**src/rtl/tcvc_defs.vh**
```
// Purpose: shared constants for the timer channel value and counter clock block
// Assumes: byte addresses on an 8-bit APB address, one 32-bit word per register
// Notes:   definitions only
`ifndef TCVC_DEFS_VH
`define TCVC_DEFS_VH

`define TCVC_NCH        2
`define TCVC_AW         8
`define TCVC_OFF_TSC    8'h00
`define TCVC_OFF_CNT    8'h04
`define TCVC_OFF_MOD    8'h08
`define TCVC_CH_BASE    16
`define TCVC_CH_STRIDE  16
`define TCVC_CH_SC      0
`define TCVC_CH_VH      4
`define TCVC_CH_VL      8

`define TCVC_SC_FLAG    7
`define TCVC_SC_IE      6
`define TCVC_SC_CENTER_ALIGNED_SELECT   5
`define TCVC_SC_CLKS    4:3
`define TCVC_SC_PS      2:0
`define TCVC_CSC_MODE   5:2

`define TCVC_CLK_OFF    2'b00
`define TCVC_CLK_BUS    2'b01
`define TCVC_CLK_FIX    2'b10
`define TCVC_CLK_EXT    2'b11

`define TCVC_MS_IC      2'b00
`define TCVC_MS_OC      2'b01
`define TCVC_ELS_TGL    2'b01
`define TCVC_ELS_CLR    2'b10
`define TCVC_ELS_SET    2'b11
`define TCVC_ELS_NONE   2'b00

`define TCVC_ZERO16     16'h0000
`define TCVC_ONE16      16'h0001
`define TCVC_MAX16      16'hffff
`define TCVC_MAXM1      16'hfffe
`define TCVC_PS_ONES    7'h7f
`define TCVC_ZERO32     32'h0000_0000

`endif

```
**src/rtl/tcvc_core.v**
```verilog
// Purpose: 16-bit timer counter with buffered channel value bytes, clock select,
//          overflow flag and centre-aligned mode, reached over APB
// Assumes: one bus clock; pins and fixed clock come from other domains
// Notes:   one wait state on every APB access
// Overview of operation
// capture mode: reading one value byte latches both until the other is read
// writing channel status/control resets the read and write byte latches
// capture mode ignores all writes to channel value bytes
// debug mode freezes read latches; only status/control write resets them
// debug mode reads return live channel value, not the read buffer
// compare/PWM writes go to a buffer; move after both bytes, any order
// clock off: active value updates as the second byte is written
// output compare: buffered value moves on next counter tick after completion
// PWM: move when counter steps modulus-1 to modulus, or fffe to ffff
// debug mode freezes write latches; writes go straight to active value
// debug writes kept; a pending sequence later loads its pre-debug buffer
// centre select makes all channels centre PWM with up/down counting
// clock select: 00 off, 01 bus, 10 fixed, 11 external
// reset leaves the clock select at 00
// clock select always accessible; 00 leaves counter and registers as they are
// fixed clock is synchronised only while a locked loop is engaged
// external clock from a channel pin, synchronised; at most bus rate / 4
// software must not use the clock pin for pin timing functions
// interrupt request is a level while flag and enable are both set
// up counting: flag sets on wrap to zero from ffff or modulus
// centre mode: flag sets on step from modulus down to next lower count
// reset clears every channel value
// channel flag sets on capture or match; cleared by read then write 0
// centre mode counts 0 up to terminal and back, each end one tick
// each channel keeps its own read and write latch state
// external clock edge detected after synchroniser, one-cycle enable
`include "tcvc_defs.vh"

module tcvc_core (
  input  wire                      ref_clk_i,
  input  wire                      reset_n_i,
  input  wire                      psel_i,
  input  wire                      penable_i,
  input  wire                      pwrite_i,
  input  wire [`TCVC_AW-1:0]       paddr_i,
  input  wire [31:0]               pwdata_i,
  output wire [31:0]               prdata_o,
  output wire                      pready_o,
  output wire                      pslverr_o,
  input  wire                      background_debug_mode_i,
  input  wire                      loop_engaged_i,
  input  wire                      fixed_clk_i,
  input  wire [`TCVC_NCH-1:0]      ch_pin_i,
  output wire [`TCVC_NCH-1:0]      ch_out_o,
  output wire                      overflow_irq_o
);

  reg  [31:0]          prdata_r;
  reg                  pready_r;
  reg                  pslverr_r;
  reg                  ovf_r;
  reg                  ovf_arm_r;
  reg                  ie_r;
  reg                  center_aligned_select_r;
  reg  [1:0]           clks_r;
  reg  [2:0]           ps_r;
  reg  [15:0]          cnt_r;
  reg  [15:0]          mod_r;
  reg                  down_r;
  reg  [6:0]           pre_r;
  reg  [2:0]           fix_s_r;
  reg  [`TCVC_NCH-1:0] pin_s1_r;
  reg  [`TCVC_NCH-1:0] pin_s2_r;
  reg  [`TCVC_NCH-1:0] pin_s3_r;
  reg  [31:0]          rdata_nxt;
  reg                  hit_nxt;
  reg                  src_en;
  integer              i;

  wire [`TCVC_NCH*8-1:0]  ch_sc_w;
  wire [`TCVC_NCH*16-1:0] ch_rd_w;
  wire [`TCVC_NCH-1:0]    sel_sc_w;
  wire [`TCVC_NCH-1:0]    sel_vh_w;
  wire [`TCVC_NCH-1:0]    sel_vl_w;

  wire acc    = psel_i & penable_i & ~pready_r;
  wire wr     = acc & pwrite_i;
  wire rd     = acc & ~pwrite_i;
  wire dbg    = background_debug_mode_i;
  wire sel_ts = paddr_i == `TCVC_OFF_TSC;
  wire sel_ct = paddr_i == `TCVC_OFF_CNT;
  wire sel_md = paddr_i == `TCVC_OFF_MOD;

  // synchronisers: stage one feeds stage two, stage two feeds the edge-detect stage
  always @(posedge ref_clk_i or negedge reset_n_i) begin
    if (!reset_n_i) begin
      fix_s_r  <= 3'b000;
      pin_s1_r <= {`TCVC_NCH{1'b0}};
      pin_s2_r <= {`TCVC_NCH{1'b0}};
      pin_s3_r <= {`TCVC_NCH{1'b0}};
    end else begin
      fix_s_r  <= {fix_s_r[1:0], fixed_clk_i};
      pin_s1_r <= ch_pin_i;
      pin_s2_r <= pin_s1_r;
      pin_s3_r <= pin_s2_r;
    end
  end

  wire fix_rise = fix_s_r[1] & ~fix_s_r[2];
  // external clock shares the channel 0 pin; nyquist needs source <= bus / 4
  wire ext_rise = pin_s2_r[0] & ~pin_s3_r[0];

  always @* begin
    case (clks_r)
      `TCVC_CLK_BUS: src_en = 1'b1;
      `TCVC_CLK_FIX: src_en = loop_engaged_i ? fix_rise : 1'b1;
      `TCVC_CLK_EXT: src_en = ext_rise;
      default:       src_en = 1'b0;
    endcase
  end

  // counter is frozen while the debugger holds the core
  wire [6:0]  pmask   = ~(`TCVC_PS_ONES << ps_r);
  wire        tick    = src_en & ~dbg & ((pre_r & pmask) == pmask);
  wire        mod0    = mod_r == `TCVC_ZERO16;
  wire [15:0] term    = mod0 ? `TCVC_MAX16 : mod_r;
  wire [15:0] term_m1 = mod0 ? `TCVC_MAXM1 : mod_r - `TCVC_ONE16;
  wire        up_wrap = ~center_aligned_select_r & (cnt_r == term);
  wire        cp_turn = center_aligned_select_r & ~down_r & (cnt_r == mod_r);
  wire        ovf_ev  = tick & (up_wrap | cp_turn);
  wire        pwm_ld  = tick & ~down_r & (cnt_r == term_m1); // up step only

  always @(posedge ref_clk_i or negedge reset_n_i) begin
    if (!reset_n_i) begin
      pre_r  <= 7'h00;
      cnt_r  <= `TCVC_ZERO16;
      down_r <= 1'b0;
    end else begin
      // clock select 00 simply stops ticks; nothing is cleared
      if (src_en & ~dbg) begin
        pre_r <= tick ? 7'h00 : pre_r + 7'h01;
      end
      if (tick) begin
        if (!center_aligned_select_r) begin
          down_r <= 1'b0;
          cnt_r  <= up_wrap ? `TCVC_ZERO16 : cnt_r + `TCVC_ONE16;
        end else if (down_r) begin
          if (cnt_r == `TCVC_ZERO16) begin
            down_r <= 1'b0;
            cnt_r  <= cnt_r + `TCVC_ONE16;
          end else begin
            cnt_r <= cnt_r - `TCVC_ONE16;
          end
        end else if (cp_turn) begin
          down_r <= 1'b1;
          cnt_r  <= cnt_r - `TCVC_ONE16;
        end else begin
          cnt_r <= cnt_r + `TCVC_ONE16;
        end
      end
    end
  end

  // timer status/control, modulus
  always @(posedge ref_clk_i or negedge reset_n_i) begin
    if (!reset_n_i) begin
      ovf_r     <= 1'b0;
      ovf_arm_r <= 1'b0;
      ie_r      <= 1'b0;
      center_aligned_select_r   <= 1'b0;
      clks_r    <= `TCVC_CLK_OFF;
      ps_r      <= 3'b000;
      mod_r     <= `TCVC_ZERO16;
    end else begin
      if (wr & sel_ts) begin
        ie_r    <= pwdata_i[`TCVC_SC_IE];
        center_aligned_select_r <= pwdata_i[`TCVC_SC_CENTER_ALIGNED_SELECT];
        clks_r  <= pwdata_i[`TCVC_SC_CLKS];
        ps_r    <= pwdata_i[`TCVC_SC_PS];
      end
      if (wr & sel_md) begin
        mod_r <= pwdata_i[15:0];
      end
      // a new overflow restarts the clear sequence and wins over the clear
      if (ovf_ev) begin
        ovf_r     <= 1'b1;
        ovf_arm_r <= 1'b0;
      end else if (wr & sel_ts & ovf_arm_r & ~pwdata_i[`TCVC_SC_FLAG]) begin
        ovf_r     <= 1'b0;
        ovf_arm_r <= 1'b0;
      end else if (rd & sel_ts & ovf_r) begin
        ovf_arm_r <= 1'b1;
      end
    end
  end

  assign overflow_irq_o = ovf_r & ie_r;

  genvar g;
  generate
    for (g = 0; g < `TCVC_NCH; g = g + 1) begin : g_ch
      localparam integer BSC = `TCVC_CH_BASE + `TCVC_CH_STRIDE * g + `TCVC_CH_SC;
      localparam integer BVH = `TCVC_CH_BASE + `TCVC_CH_STRIDE * g + `TCVC_CH_VH;
      localparam integer BVL = `TCVC_CH_BASE + `TCVC_CH_STRIDE * g + `TCVC_CH_VL;
      reg  [3:0]  mode_r;
      reg         flag_r;
      reg         arm_r;
      reg  [15:0] val_r;
      reg  [15:0] wbuf_r;
      reg  [15:0] rbuf_r;
      reg         wh_r;
      reg         wl_r;
      reg         pend_r;
      reg         rlat_r;
      reg         rhi_r;
      reg         out_r;
      wire [1:0]  ms    = mode_r[3:2];
      wire [1:0]  els   = mode_r[1:0];
      wire        ic    = ~center_aligned_select_r & (ms == `TCVC_MS_IC);
      wire        oc    = ~center_aligned_select_r & (ms == `TCVC_MS_OC);
      wire        pwm   = center_aligned_select_r | ms[1];
      wire        rise  = pin_s2_r[g] & ~pin_s3_r[g];
      wire        fall  = ~pin_s2_r[g] & pin_s3_r[g];
      wire        cap   = ic & ((els[0] & rise) | (els[1] & fall));
      wire        match = tick & ~ic & (cnt_r == val_r);
      wire        w_sc  = wr & sel_sc_w[g];
      wire        w_hi  = wr & sel_vh_w[g] & ~ic;
      wire        w_lo  = wr & sel_vl_w[g] & ~ic;
      wire        r_v   = rd & (sel_vh_w[g] | sel_vl_w[g]) & ic & ~dbg;
      wire        done  = (wh_r | w_hi) & (wl_r | w_lo);
      wire [15:0] wnew  = {w_hi ? pwdata_i[7:0] : wbuf_r[15:8],
                           w_lo ? pwdata_i[7:0] : wbuf_r[7:0]};
      wire        ld_ev = (clks_r == `TCVC_CLK_OFF) | (oc & tick) | (pwm & pwm_ld);
      wire        ubuf  = ic & ~dbg & rlat_r;

      assign sel_sc_w[g] = paddr_i == BSC[`TCVC_AW-1:0];
      assign sel_vh_w[g] = paddr_i == BVH[`TCVC_AW-1:0];
      assign sel_vl_w[g] = paddr_i == BVL[`TCVC_AW-1:0];
      assign ch_sc_w[g*8 +: 8]   = {flag_r, 1'b0, mode_r, 2'b00};
      assign ch_rd_w[g*16 +: 16] = ubuf ? rbuf_r : val_r;
      assign ch_out_o[g]         = out_r;

      always @(posedge ref_clk_i or negedge reset_n_i) begin
        if (!reset_n_i) begin
          mode_r <= 4'h0;
          flag_r <= 1'b0;
          arm_r  <= 1'b0;
          val_r  <= `TCVC_ZERO16;
          wbuf_r <= `TCVC_ZERO16;
          rbuf_r <= `TCVC_ZERO16;
          wh_r   <= 1'b0;
          wl_r   <= 1'b0;
          pend_r <= 1'b0;
          rlat_r <= 1'b0;
          rhi_r  <= 1'b0;
          out_r  <= 1'b0;
        end else begin
          // event wins over a clear in the same cycle
          if (cap | match) begin
            flag_r <= 1'b1;
            arm_r  <= 1'b0;
          end else if (w_sc & arm_r & ~pwdata_i[`TCVC_SC_FLAG]) begin
            flag_r <= 1'b0;
            arm_r  <= 1'b0;
          end else if (rd & sel_sc_w[g] & flag_r) begin
            arm_r <= 1'b1;
          end
          // latch state is per channel, never shared
          if (w_sc) begin
            mode_r <= pwdata_i[`TCVC_CSC_MODE];
            rlat_r <= 1'b0;
            wh_r   <= 1'b0;
            wl_r   <= 1'b0;
            pend_r <= 1'b0;
          end else begin
            if (r_v & ~rlat_r) begin
              rbuf_r <= val_r;
              rlat_r <= 1'b1;
              rhi_r  <= sel_vh_w[g];
            end else if (r_v & (rhi_r != sel_vh_w[g])) begin
              rlat_r <= 1'b0;
            end
            if ((w_hi | w_lo) & ~dbg) begin
              wbuf_r <= wnew;
              wh_r   <= done ? 1'b0 : (wh_r | w_hi);
              wl_r   <= done ? 1'b0 : (wl_r | w_lo);
              if (done) begin
                pend_r <= 1'b1;
              end
            end else if (pend_r & ld_ev) begin
              pend_r <= 1'b0;
            end
          end
          // active value: capture, then debug bypass, then buffered load
          if (cap) begin
            val_r <= cnt_r;
          end else if ((w_hi | w_lo) & dbg) begin
            val_r <= {w_hi ? pwdata_i[7:0] : val_r[15:8],
                      w_lo ? pwdata_i[7:0] : val_r[7:0]};
          end else if ((w_hi | w_lo) & done & (clks_r == `TCVC_CLK_OFF)) begin
            val_r <= wnew;
          end else if (pend_r & ~w_sc & ld_ev) begin
            val_r <= wbuf_r;
          end
          // pin behaviour for compare and pwm
          if (oc & match) begin
            case (els)
              `TCVC_ELS_TGL: out_r <= ~out_r;
              `TCVC_ELS_CLR: out_r <= 1'b0;
              `TCVC_ELS_SET: out_r <= 1'b1;
              default:       out_r <= out_r;
            endcase
          end else if (pwm & (els != `TCVC_ELS_NONE)) begin
            if (center_aligned_select_r & match) begin
              out_r <= down_r ? ~els[0] : els[0];
            end else if (~center_aligned_select_r & match) begin
              out_r <= els[0];
            end else if (~center_aligned_select_r & ovf_ev) begin
              out_r <= ~els[0];
            end
          end
        end
      end
    end
  endgenerate

  // read mux and decode; unmapped addresses answer with pslverr
  always @* begin
    rdata_nxt = `TCVC_ZERO32;
    hit_nxt   = sel_ts | sel_ct | sel_md;
    if (sel_ts) begin
      rdata_nxt[7:0] = {ovf_r, ie_r, center_aligned_select_r, clks_r, ps_r};
    end
    if (sel_ct) begin
      rdata_nxt[15:0] = cnt_r;
    end
    if (sel_md) begin
      rdata_nxt[15:0] = mod_r;
    end
    for (i = 0; i < `TCVC_NCH; i = i + 1) begin
      if (sel_sc_w[i]) begin
        rdata_nxt[7:0] = ch_sc_w[i*8 +: 8];
        hit_nxt        = 1'b1;
      end
      if (sel_vh_w[i]) begin
        rdata_nxt[7:0] = ch_rd_w[i*16+8 +: 8];
        hit_nxt        = 1'b1;
      end
      if (sel_vl_w[i]) begin
        rdata_nxt[7:0] = ch_rd_w[i*16 +: 8];
        hit_nxt        = 1'b1;
      end
    end
  end

  // one wait state so read data leaves a flop
  always @(posedge ref_clk_i or negedge reset_n_i) begin
    if (!reset_n_i) begin
      pready_r  <= 1'b0;
      pslverr_r <= 1'b0;
      prdata_r  <= `TCVC_ZERO32;
    end else begin
      pready_r  <= acc;
      pslverr_r <= acc & ~hit_nxt;
      if (rd) begin
        prdata_r <= rdata_nxt;
      end
    end
  end

  assign prdata_o  = prdata_r;
  assign pready_o  = pready_r;
  assign pslverr_o = pslverr_r;

endmodule // tcvc_core

```
**config.mk**
```make
export PLATFORM = sky130hd
export DESIGN_NAME = tcvc_core
export DESIGN_NICKNAME = d
export VERILOG_FILES = /design/src/rtl/tcvc_core.v
export VERILOG_INCLUDE_DIRS = /design/src /design/src/rtl
export SDC_FILE = /design/constraint.sdc
export NUM_CORES = 1
export LEC_CHECK = 0
export ABC_AREA = 1
export BUFFER_PORTS_ARGS = -buffer_cell sky130_fd_sc_hd__buf_2
export CAP_MARGIN = 15
export CORE_MARGIN = 8
export CORE_UTILIZATION = 35
export CTS_BUF_LIST = sky130_fd_sc_hd__clkbuf_4
export DETAILED_ROUTE_END_ITERATION = 10
export PLACE_DENSITY = 0.55
export SLEW_MARGIN = 20
export SYNTH_ARGS = -nofsm -noshare
export SYNTH_HDL_FRONTEND = slang
export SYNTH_SLANG_ARGS = --single-unit
export TNS_END_PERCENT = 50
```
**constraint.sdc**
```tcl
create_clock -name ref_clk_i -period 2.8 [get_ports ref_clk_i]
set_clock_uncertainty 0.1 [all_clocks]
set_input_delay 0.28 -clock ref_clk_i [delete_from_list [all_inputs] [get_ports ref_clk_i]]
set_output_delay 0.28 -clock ref_clk_i [all_outputs]
set_load 0.02 [all_outputs]
```
==> impl_metrics.json, run 1 <==
{
  "outcome": "complete, no violations",
  "core_area_mm2": 0.03557,
  "post_dp_cell_area_mm2": 0.01427,
  "path_max_fanout": 34,
  "number_of_drc_markers_after_the_initial_detailed_route_iteration": 1214,
  "grt_pass1_vias": 12000,
  "drt_pre_antenna_iters": 8,
  "grt_max_degree": 64,
  "timing.rr.start": "pready_o$_DFF_PN0_",
  "holdCritPathClass": "primary input to async pin",
  "finalCritPeriodShare": 0.9457,
  "final.fill_count": 3742,
  "area_growth_from_synthesis_to_layout_pct": 17.80,
  "powerDensity_mw_per_mm2": 454.7,
  "post_route_cells_drive_above_1_share": 0.1766,
  "fin_area_mm2": 0.01491,
  "netlist_instances": 1760,
  "max-clock-path-buffers": 2,
  "hold_viol": 0,
  "via_count": 12930,
  "synth-edff-count": 0,
  "arrival_ns": 3.07,
  "yosys_warnings": 0,
  "grt.overflow.total": 0,
  "wire_length_of_the_first_global_routing_pass_um": 73230,
  "finalPower_mw": 6.778,
  "fp.dieArea_mm2": 0.04249,
  "antenna_found_initial": 5,
  "postSynthRegisterBits": 196,
  "multiInputGateArea_mm2": 0.006644,
  "cts_root_buf": "sky130_fd_sc_hd__clkbuf_4",
  "port_buffers": 54,
  "startpoint_type": "register",
  "cts-buffers-inserted": 17,
  "ctsHtreeMaxLevel": 4,
  "relSlewSlack": 0.6138,
  "smallest_hold_slack_ns": 0.04429,
  "setup_tns_ns": 0,
  "maximum_vdd_drop_uv": 252.4,
  "r2r-end": "g_ch[1].rbuf_r[6]$_DFFE_PN0P_",
  "setup_viol": 0,
  "syn-cell-area_mm2": 0.01265,
  "max_slew.worst_pin.slew_ns": 0.5793,
  "synth-main-ff-cell": "sky130_fd_sc_hd__dfrtp_1",
  "tritoncts": "done",
  "track_usage": 0.2284,
  "num_io_pins": 87,
  "detailedPlace.worstSlack_ns": -0.007779,
  "die_width_um": 206.1,
  "numClockSinks": 196,
  "post_synth_num_cell_types": 59,
  "post-route-drc-count": 0,
  "final_critical_path_setup_slack_ns": 0.1522,
  "drt.antenna.violating_nets": 0,
  "layout_min_cycle_time_ns": 2.648,
  "detail_route.wl_per_cell_um": 20.17,
  "timing.critical_path.to_type": "register",
  "area.sequential_mm2": 0.004913,
  "maxSlewViolCount": 0,
  "worst-r2r-setup-slack_ns": 0.15,
  "dp_hpwl_um": 37940,
  "synth-seq-area-share": 0.3876,
  "layout.cells.most_common": "sky130_fd_sc_hd__nand2_1",
  "gp_congestion": 0.9442,
  "register_clock_pin_slew_on_the_reported_worst_setup_and_hold_paths_ns": 0.17,
  "maxClockFrequency_ghz": 0.3777,
  "path_class": "register to register",
  "detailed_route_wire_length_um": 48750,
  "leak_pwr_nw": 7.101,
  "clock_insertion_delay_worst_skew_ns": 0.64,
  "drv_cap": 0,
  "vias_per_cell": 5.351,
  "core.rowCount": 69,
  "most-common-layout-cells": "sky130_fd_sc_hd__nand2_1, sky130_fd_sc_hd__dfrtp_1, sky130_fd_sc_hd__inv_1",
  "syn-mean-instance-area_um2": 7.189,
  "initial_core_util": 0.3557,
  "grt_setup_unrepaired": "yes",
  "final_net_count": 1998,
  "dieHeight_um": 206.1,
  "async_reset_ff_frac": 1.000,
  "timing.reg2reg.worst_path_depth": 10,
  "critical_path_required_ns": 3.22
}
## cell type report
type,instances,share of cell area
diodes,2,0.0003358
clock buffers,20,0.01007
clock inverters,12,0.009821
inverters,205,0.05204
multi-input cells,1292,0.4457
flip-flops and latches,196,0.3296
well taps,461,0.03870
repair buffers,229,0.1137
## sequential cells by signal, summed over array words and instances, names as in the netlist, 3 cells and up
signal	flops
cnt_r	16
fix_s_r	3
g_ch.mode_r	8
g_ch.rbuf_r	32
g_ch.val_r	32
g_ch.wbuf_r	32
mod_r	16
prdata_o	16
pre_r	7
ps_r	3
## how the worst max path moves through the flow
stage | start | end | slack (ns) | depth (start not counted)
floorplan | mod_r[0]$_DFFE_PN0P_ | g_ch[0].val_r[15]$_DFFE_PN0P_ | 0.55 | 17
global placement | center_aligned_select_r$_DFFE_PN0P_ | prdata_o[6]$_DFFE_PN0P_ | -0.05 | 11
detailed placement | center_aligned_select_r$_DFFE_PN0P_ | prdata_o[6]$_DFFE_PN0P_ | -0.008 | 11
CTS | mod_r[0]$_DFFE_PN0P_ | g_ch[1].val_r[2]$_DFFE_PN0P_ | 0.06 | 17
global route | pready_o$_DFF_PN0_ | g_ch[1].rbuf_r[8]$_DFFE_PN0P_ | -0.08 | 9
finish | pready_o$_DFF_PN0_ | g_ch[1].rbuf_r[6]$_DFFE_PN0P_ | 0.15 | 10
## what timing repair did
| action | in CTS | in global routing |
|---|---|---|
| gates resized for setup | 1 | 25 |
| pin swaps | 0 | 4 |
| hold buffers | 24 | 0 |
| setup endpoints to repair | 1 | 57 |
| endpoints found under the hold margin | 191 | 0 |
| setup buffers | 0 | 2 |
## cells by family (layout without fill, tap and decap cells)
| logic type | count (synthesis) | after routing | synth area share |
|---|---|---|---|
| AND/OR/NAND/NOR | 832 | 832 | 0.2976 |
| XOR/XNOR | 40 | 40 | 0.02769 |
| other | 1 | 18 | 0.0002964 |
| AO/OA/AOI/OAI | 391 | 391 | 0.1777 |
| adder cells (fa/ha/maj) | 7 | 7 | 0.006921 |
| buffers and inverters | 287 | 466 | 0.09681 |
| flip-flops | 196 | 196 | 0.3876 |
| multiplexers | 6 | 6 | 0.005339 |
## through the flow
| step | utilization | std cells |
|---|---|---|
| finish | 0.4191 | 2417 |
| global route | 0.4191 | 2417 |
| CTS | 0.4164 | 2413 |
| detailed placement | 0.4012 | 2357 |
| global placement | 0.4012 | 2357 |
| floorplan | - | 1775 |
## power by group
part | leakage (nW) | internal (mW) | switching [mW] | total [mW]
logic | 4.63 | 0.577 | 1.12 | 1.70
registers | 2.30 | 3.09 | 0.297 | 3.38
clock network | 0.164 | 0.584 | 1.11 | 1.70
total | 7.10 | 4.25 | 2.53 | 6.78
## cell usage after synthesis (8+ instances only)
cell / instances / share of area
sky130_fd_sc_hd__nand2_2: 21 / 0.010
sky130_fd_sc_hd__o21ai_1: 15 / 0.0059
sky130_fd_sc_hd__o221ai_1: 28 / 0.019
sky130_fd_sc_hd__nor3_1: 23 / 0.0091
sky130_fd_sc_hd__buf_4: 19 / 0.011
sky130_fd_sc_hd__nand3_1: 112 / 0.044
sky130_fd_sc_hd__nor2_4: 9 / 0.0080
sky130_fd_sc_hd__nand2_1: 440 / 0.13
sky130_fd_sc_hd__o21ai_0: 174 / 0.069
sky130_fd_sc_hd__clkbuf_1: 29 / 0.0086
sky130_fd_sc_hd__inv_1: 186 / 0.055
sky130_fd_sc_hd__a21oi_1: 92 / 0.036
sky130_fd_sc_hd__inv_2: 13 / 0.0039
sky130_fd_sc_hd__nor2_2: 19 / 0.0094
sky130_fd_sc_hd__nor2_1: 139 / 0.041
sky130_fd_sc_hd__o22ai_1: 21 / 0.010
sky130_fd_sc_hd__nand4_1: 32 / 0.016
sky130_fd_sc_hd__xnor2_1: 14 / 0.0097
sky130_fd_sc_hd__o211ai_1: 24 / 0.014
sky130_fd_sc_hd__nor4_1: 8 / 0.0040
sky130_fd_sc_hd__buf_2: 26 / 0.010
sky130_fd_sc_hd__xor2_1: 26 / 0.018
sky130_fd_sc_hd__dfrtp_1: 196 / 0.39
sky130_fd_sc_hd__nand3_2: 9 / 0.0071
## per-layer routing
| layer | track usage | vias up | wire length [um] |
|---|---|---|---|
| met5 | 0 | - | 11 |
| met4 | 0.08771 | 2 | 1720 |
| met3 | 0.03652 | 93 | 3143 |
| met2 | 0.3577 | 464 | 22040 |
| met1 | 0.3127 | 6176 | 21840 |
| li1 | - | 6199 | - |
## worst max-delay path, cell delays in order (launching register included)
cell and delay (ns):
sky130_fd_sc_hd__dfrtp_1 0.42, sky130_fd_sc_hd__nor2_2 0.13, sky130_fd_sc_hd__dlygate4sd3_1 0.58, sky130_fd_sc_hd__inv_1 0.07
sky130_fd_sc_hd__nor2_2 0.16, sky130_fd_sc_hd__inv_1 0.29, sky130_fd_sc_hd__nor3_1 0.26, sky130_fd_sc_hd__nand3_1 0.12
sky130_fd_sc_hd__buf_4 0.25, sky130_fd_sc_hd__nand2_1 0.09, sky130_fd_sc_hd__o21ai_0 0.07
Note: power is estimated with default switching activity, not from simulation.
==> run 2: changes to the inputs <==
--- a/config.mk
+++ b/config.mk
@@ -9,11 +9,13 @@
 export ABC_AREA = 1
 export BUFFER_PORTS_ARGS = -buffer_cell sky130_fd_sc_hd__buf_2
 export CAP_MARGIN = 15
+export CELL_PAD_IN_SITES_DETAIL_PLACEMENT = 1
+export CELL_PAD_IN_SITES_GLOBAL_PLACEMENT = 1
 export CORE_MARGIN = 8
 export CORE_UTILIZATION = 35
 export CTS_BUF_LIST = sky130_fd_sc_hd__clkbuf_4
 export DETAILED_ROUTE_END_ITERATION = 10
-export PLACE_DENSITY = 0.55
+export PLACE_DENSITY = 0.69
 export SLEW_MARGIN = 20
 export SYNTH_ARGS = -nofsm -noshare
 export SYNTH_HDL_FRONTEND = slang
==> run 2 against run 1 <==
  * Sequential share of layout area shrank 0.14 points
  * Final cell count down 0.17%
  * Power increased by 0.71%
  * Final area up 0.47%
  * Via count rose by 2.2%
  * Critical path type unchanged
==> impl_metrics.json, run 2 (synthesized netlist as in run 1, its figures left out) <==
{
  "outcome": "complete, no violations",
  "leak_pwr_nw": 7.097,
  "grt_setup_unrepaired": "yes",
  "post_dp_cell_area_mm2": 0.01421,
  "grtUsageMet1": 0.3363,
  "relSlewSlack": 0.4580,
  "clock_insertion_delay_worst_skew_ns": 0.67,
  "core_area_mm2": 0.03557,
  "timing.reg2reg.worst_path_depth": 17,
  "pwr-share-clk": 0.248,
  "register_clock_pin_slew_on_the_reported_worst_setup_and_hold_paths_ns": 0.20,
  "post_route_cells_drive_above_1_share": 0.1850,
  "most-common-layout-cells": "sky130_fd_sc_hd__nand2_1, sky130_fd_sc_hd__dfrtp_1, sky130_fd_sc_hd__inv_1",
  "post-route-util": 0.4210,
  "globalRouteMet2Util": 0.4124,
  "grt_pass1_vias": 13500,
  "worst-r2r-setup-slack_ns": 0.05,
  "numClockSinks": 196,
  "arrival_ns": 3.27,
  "gp_congestion": 0.9593,
  "port_buffers": 54,
  "powerDensity_mw_per_mm2": 455.8,
  "non_filler_instance_count_after_layout": 2413,
  "finalCritPeriodShare": 0.9823,
  "wire_length_of_the_first_global_routing_pass_um": 81500,
  "power.internal_mw": 4.144,
  "drv_cap": 0,
  "grt_met3_use": 0.03574,
  "via_count": 13220,
  "layout.cells.most_common": "sky130_fd_sc_hd__nand2_1",
  "track_usage": 0.2517,
  "grt.overflow.total": 0,
  "path_max_fanout": 7,
  "cp-endpoint": "g_ch[1].val_r[4]$_DFFE_PN0P_",
  "core.rowCount": 69,
  "holdCritPathClass": "primary input to register",
  "timing.rr.start": "mod_r[0]$_DFFE_PN0P_",
  "max_slew.worst_pin.slew_ns": 0.8130,
  "detailed_route_wire_length_um": 52960,
  "num_io_pins": 87,
  "initial_core_util": 0.3557,
  "critPathMostFrequentCell": "sky130_fd_sc_hd__nor2_1",
  "ctsHtreeMaxLevel": 4,
  "r2r-end": "g_ch[1].val_r[4]$_DFFE_PN0P_",
  "p_seq_frac": 0.498,
  "drt.antenna.violating_nets": 0,
  "critical_path.max_stage_delay_ns": 0.43,
  "switching_portion_of_total_power": 0.3929,
  "timing.critical_path.to_type": "register",
  "final.fill_count": 4535,
  "crit_chain": "inv_2, ha_4, nand2_8, nor2_8, a21oi_1, nor2_1, nor2_1, nor2_1, nand2_1, nor2_2, nand4_1, nand2_2, nand2_2, nand2_4, buf_6, nand3_2, nand2_1",
  "die_width_um": 206.1,
  "cts-buffers-inserted": 17,
  "dp.cells": 2349,
  "number_of_drc_markers_after_the_initial_detailed_route_iteration": 951,
  "cts_root_buf": "sky130_fd_sc_hd__clkbuf_4",
  "detailedPlace.worstSlack_ns": 0.01512,
  "critical_path.startpoint": "mod_r[0]$_DFFE_PN0P_",
  "grt_max_degree": 85,
  "path_class": "register to register",
  "antenna_found_initial": 2,
  "vias_per_cell": 5.480,
  "maximum_vdd_drop_uv": 301.2,
  "maxClockFrequency_ghz": 0.3636,
  "drt_pre_antenna_iters": 6,
  "share_comb_of_total_power": 0.254,
  "startpoint_type": "register",
  "dp_hpwl_um": 41220,
  "final_net_count": 1995,
  "tritoncts": "done",
  "net-switching-power_mw": 2.682,
  "fin_area_mm2": 0.01498,
  "layout_min_cycle_time_ns": 2.751,
  "critical_path_required_ns": 3.32,
  "hold_viol": 0,
  "gr-max-usage-layer": "met2",
  "post-route-drc-count": 0,
  "crit_path_top_delay_cell": "sky130_fd_sc_hd__dfrtp_1",
  "reg.largest.list": "g_ch.rbuf_r x32, g_ch.val_r x32, g_ch.wbuf_r x32",
  "fp.dieArea_mm2": 0.04249,
  "setup_viol": 0,
  "dieHeight_um": 206.1,
  "max-clock-path-buffers": 2,
  "detail_route.wl_per_cell_um": 21.95,
  "maxSlewViolCount": 0,
  "final_critical_path_setup_slack_ns": 0.04943,
  "area_growth_from_synthesis_to_layout_pct": 18.35
}
-- run 2: cell types whose count changed in the layout (fill, tap and decap cells not counted), moves of 4 or more --
cell | before | now
sky130_fd_sc_hd__nor2_2 | 16 | 20
sky130_fd_sc_hd__nand3_1 | 111 | 99
sky130_fd_sc_hd__nor2_1 | 138 | 133
sky130_fd_sc_hd__buf_4 | 147 | 141
sky130_fd_sc_hd__nand3_2 | 10 | 22
sky130_fd_sc_hd__inv_6 | 2 | 7
-- run 2: how the worst min path moves through the flow --
| stage | start | endpoint | slack [ns] | cells after the start |
|---|---|---|---|---|
| floorplan | reset_n_i | center_aligned_select_r$_DFFE_PN0P_ | -0.12 | 0 |
| finish | paddr_i[4] | g_ch[0].rhi_r$_DFFE_PN0P_ | 0.06 | 4 |
| global route | paddr_i[4] | g_ch[0].rhi_r$_DFFE_PN0P_ | 0.03 | 4 |
| CTS | paddr_i[4] | g_ch[0].rhi_r$_DFFE_PN0P_ | 0.02 | 4 |
| detailed placement | pin_s1_r[0]$_DFF_PN0_ | pin_s2_r[0]$_DFF_PN0_ | 0.24 | 0 |
| global placement | fix_s_r[0]$_DFF_PN0_ | fix_s_r[1]$_DFF_PN0_ | 0.23 | 0 |
-- run 2: routing by layer --
layer	wire length, um	part of all wire	vias up
li1	-	-	6171
met2	24860	0.47	363
met1	23110	0.44	6583
met3	3145	0.059	107
met5	0	0	-
met4	1848	0.035	0
-- run 2: worst max-delay path: cells and delay by family, from the launching register on --
kind                     cells  cell delay (ns)
AND/OR/NAND/NOR             13             1.65
flip-flops                   1             0.43
buffers and inverters        2             0.25
adder cells (fa/ha/maj)      1             0.18
AO/OA/AOI/OAI                1             0.08
-- run 2: final cells by class --
| type | instances | area, um^2 | area share |
|---|---|---|---|
| antenna | 1 | 2.502 | 0.0001671 |
| clock buffer | 17 | 127.6 | 0.008522 |
| clock inverter | 15 | 158.9 | 0.01061 |
| inverter | 205 | 772.0 | 0.05155 |
| multi-input combinational | 1292 | 6739 | 0.4500 |
| sequential | 196 | 4916 | 0.3283 |
| tap | 461 | 576.8 | 0.03852 |
| timing repair buffer | 226 | 1683 | 0.1124 |
-- run 2: per-stage QoR --
step                      TNS (ns)  hold slack [ns]  power, mW
final                            0          0.05560      6.826
after global placement           0           0.2329      5.053
after global routing        -2.232          0.02712      7.155
after floorplan                  0          -0.1156      4.324
after detailed placement         0           0.2364      5.097
after CTS                        0          0.01564      6.814
-- run 2: what timing repair did --
item	4_1_cts	5_1_grt
hold endpoints to repair	118	0
buffers inserted	0	7
pin swaps	0	21
gates resized for setup	1	50
endpoints found under the setup margin	1	37
hold buffers	24	0
-- run 2: power groups by stage --
stage	combinational, mW	sequential (mW)	clock [mW]
2_1_floorplan	0.973	3.35	0
3_3_place_gp	1.63	3.43	0
3_5_place_dp	1.66	3.43	0
4_1_cts	1.70	3.38	1.74
5_1_grt	1.91	3.42	1.83
6_report	1.74	3.40	1.69
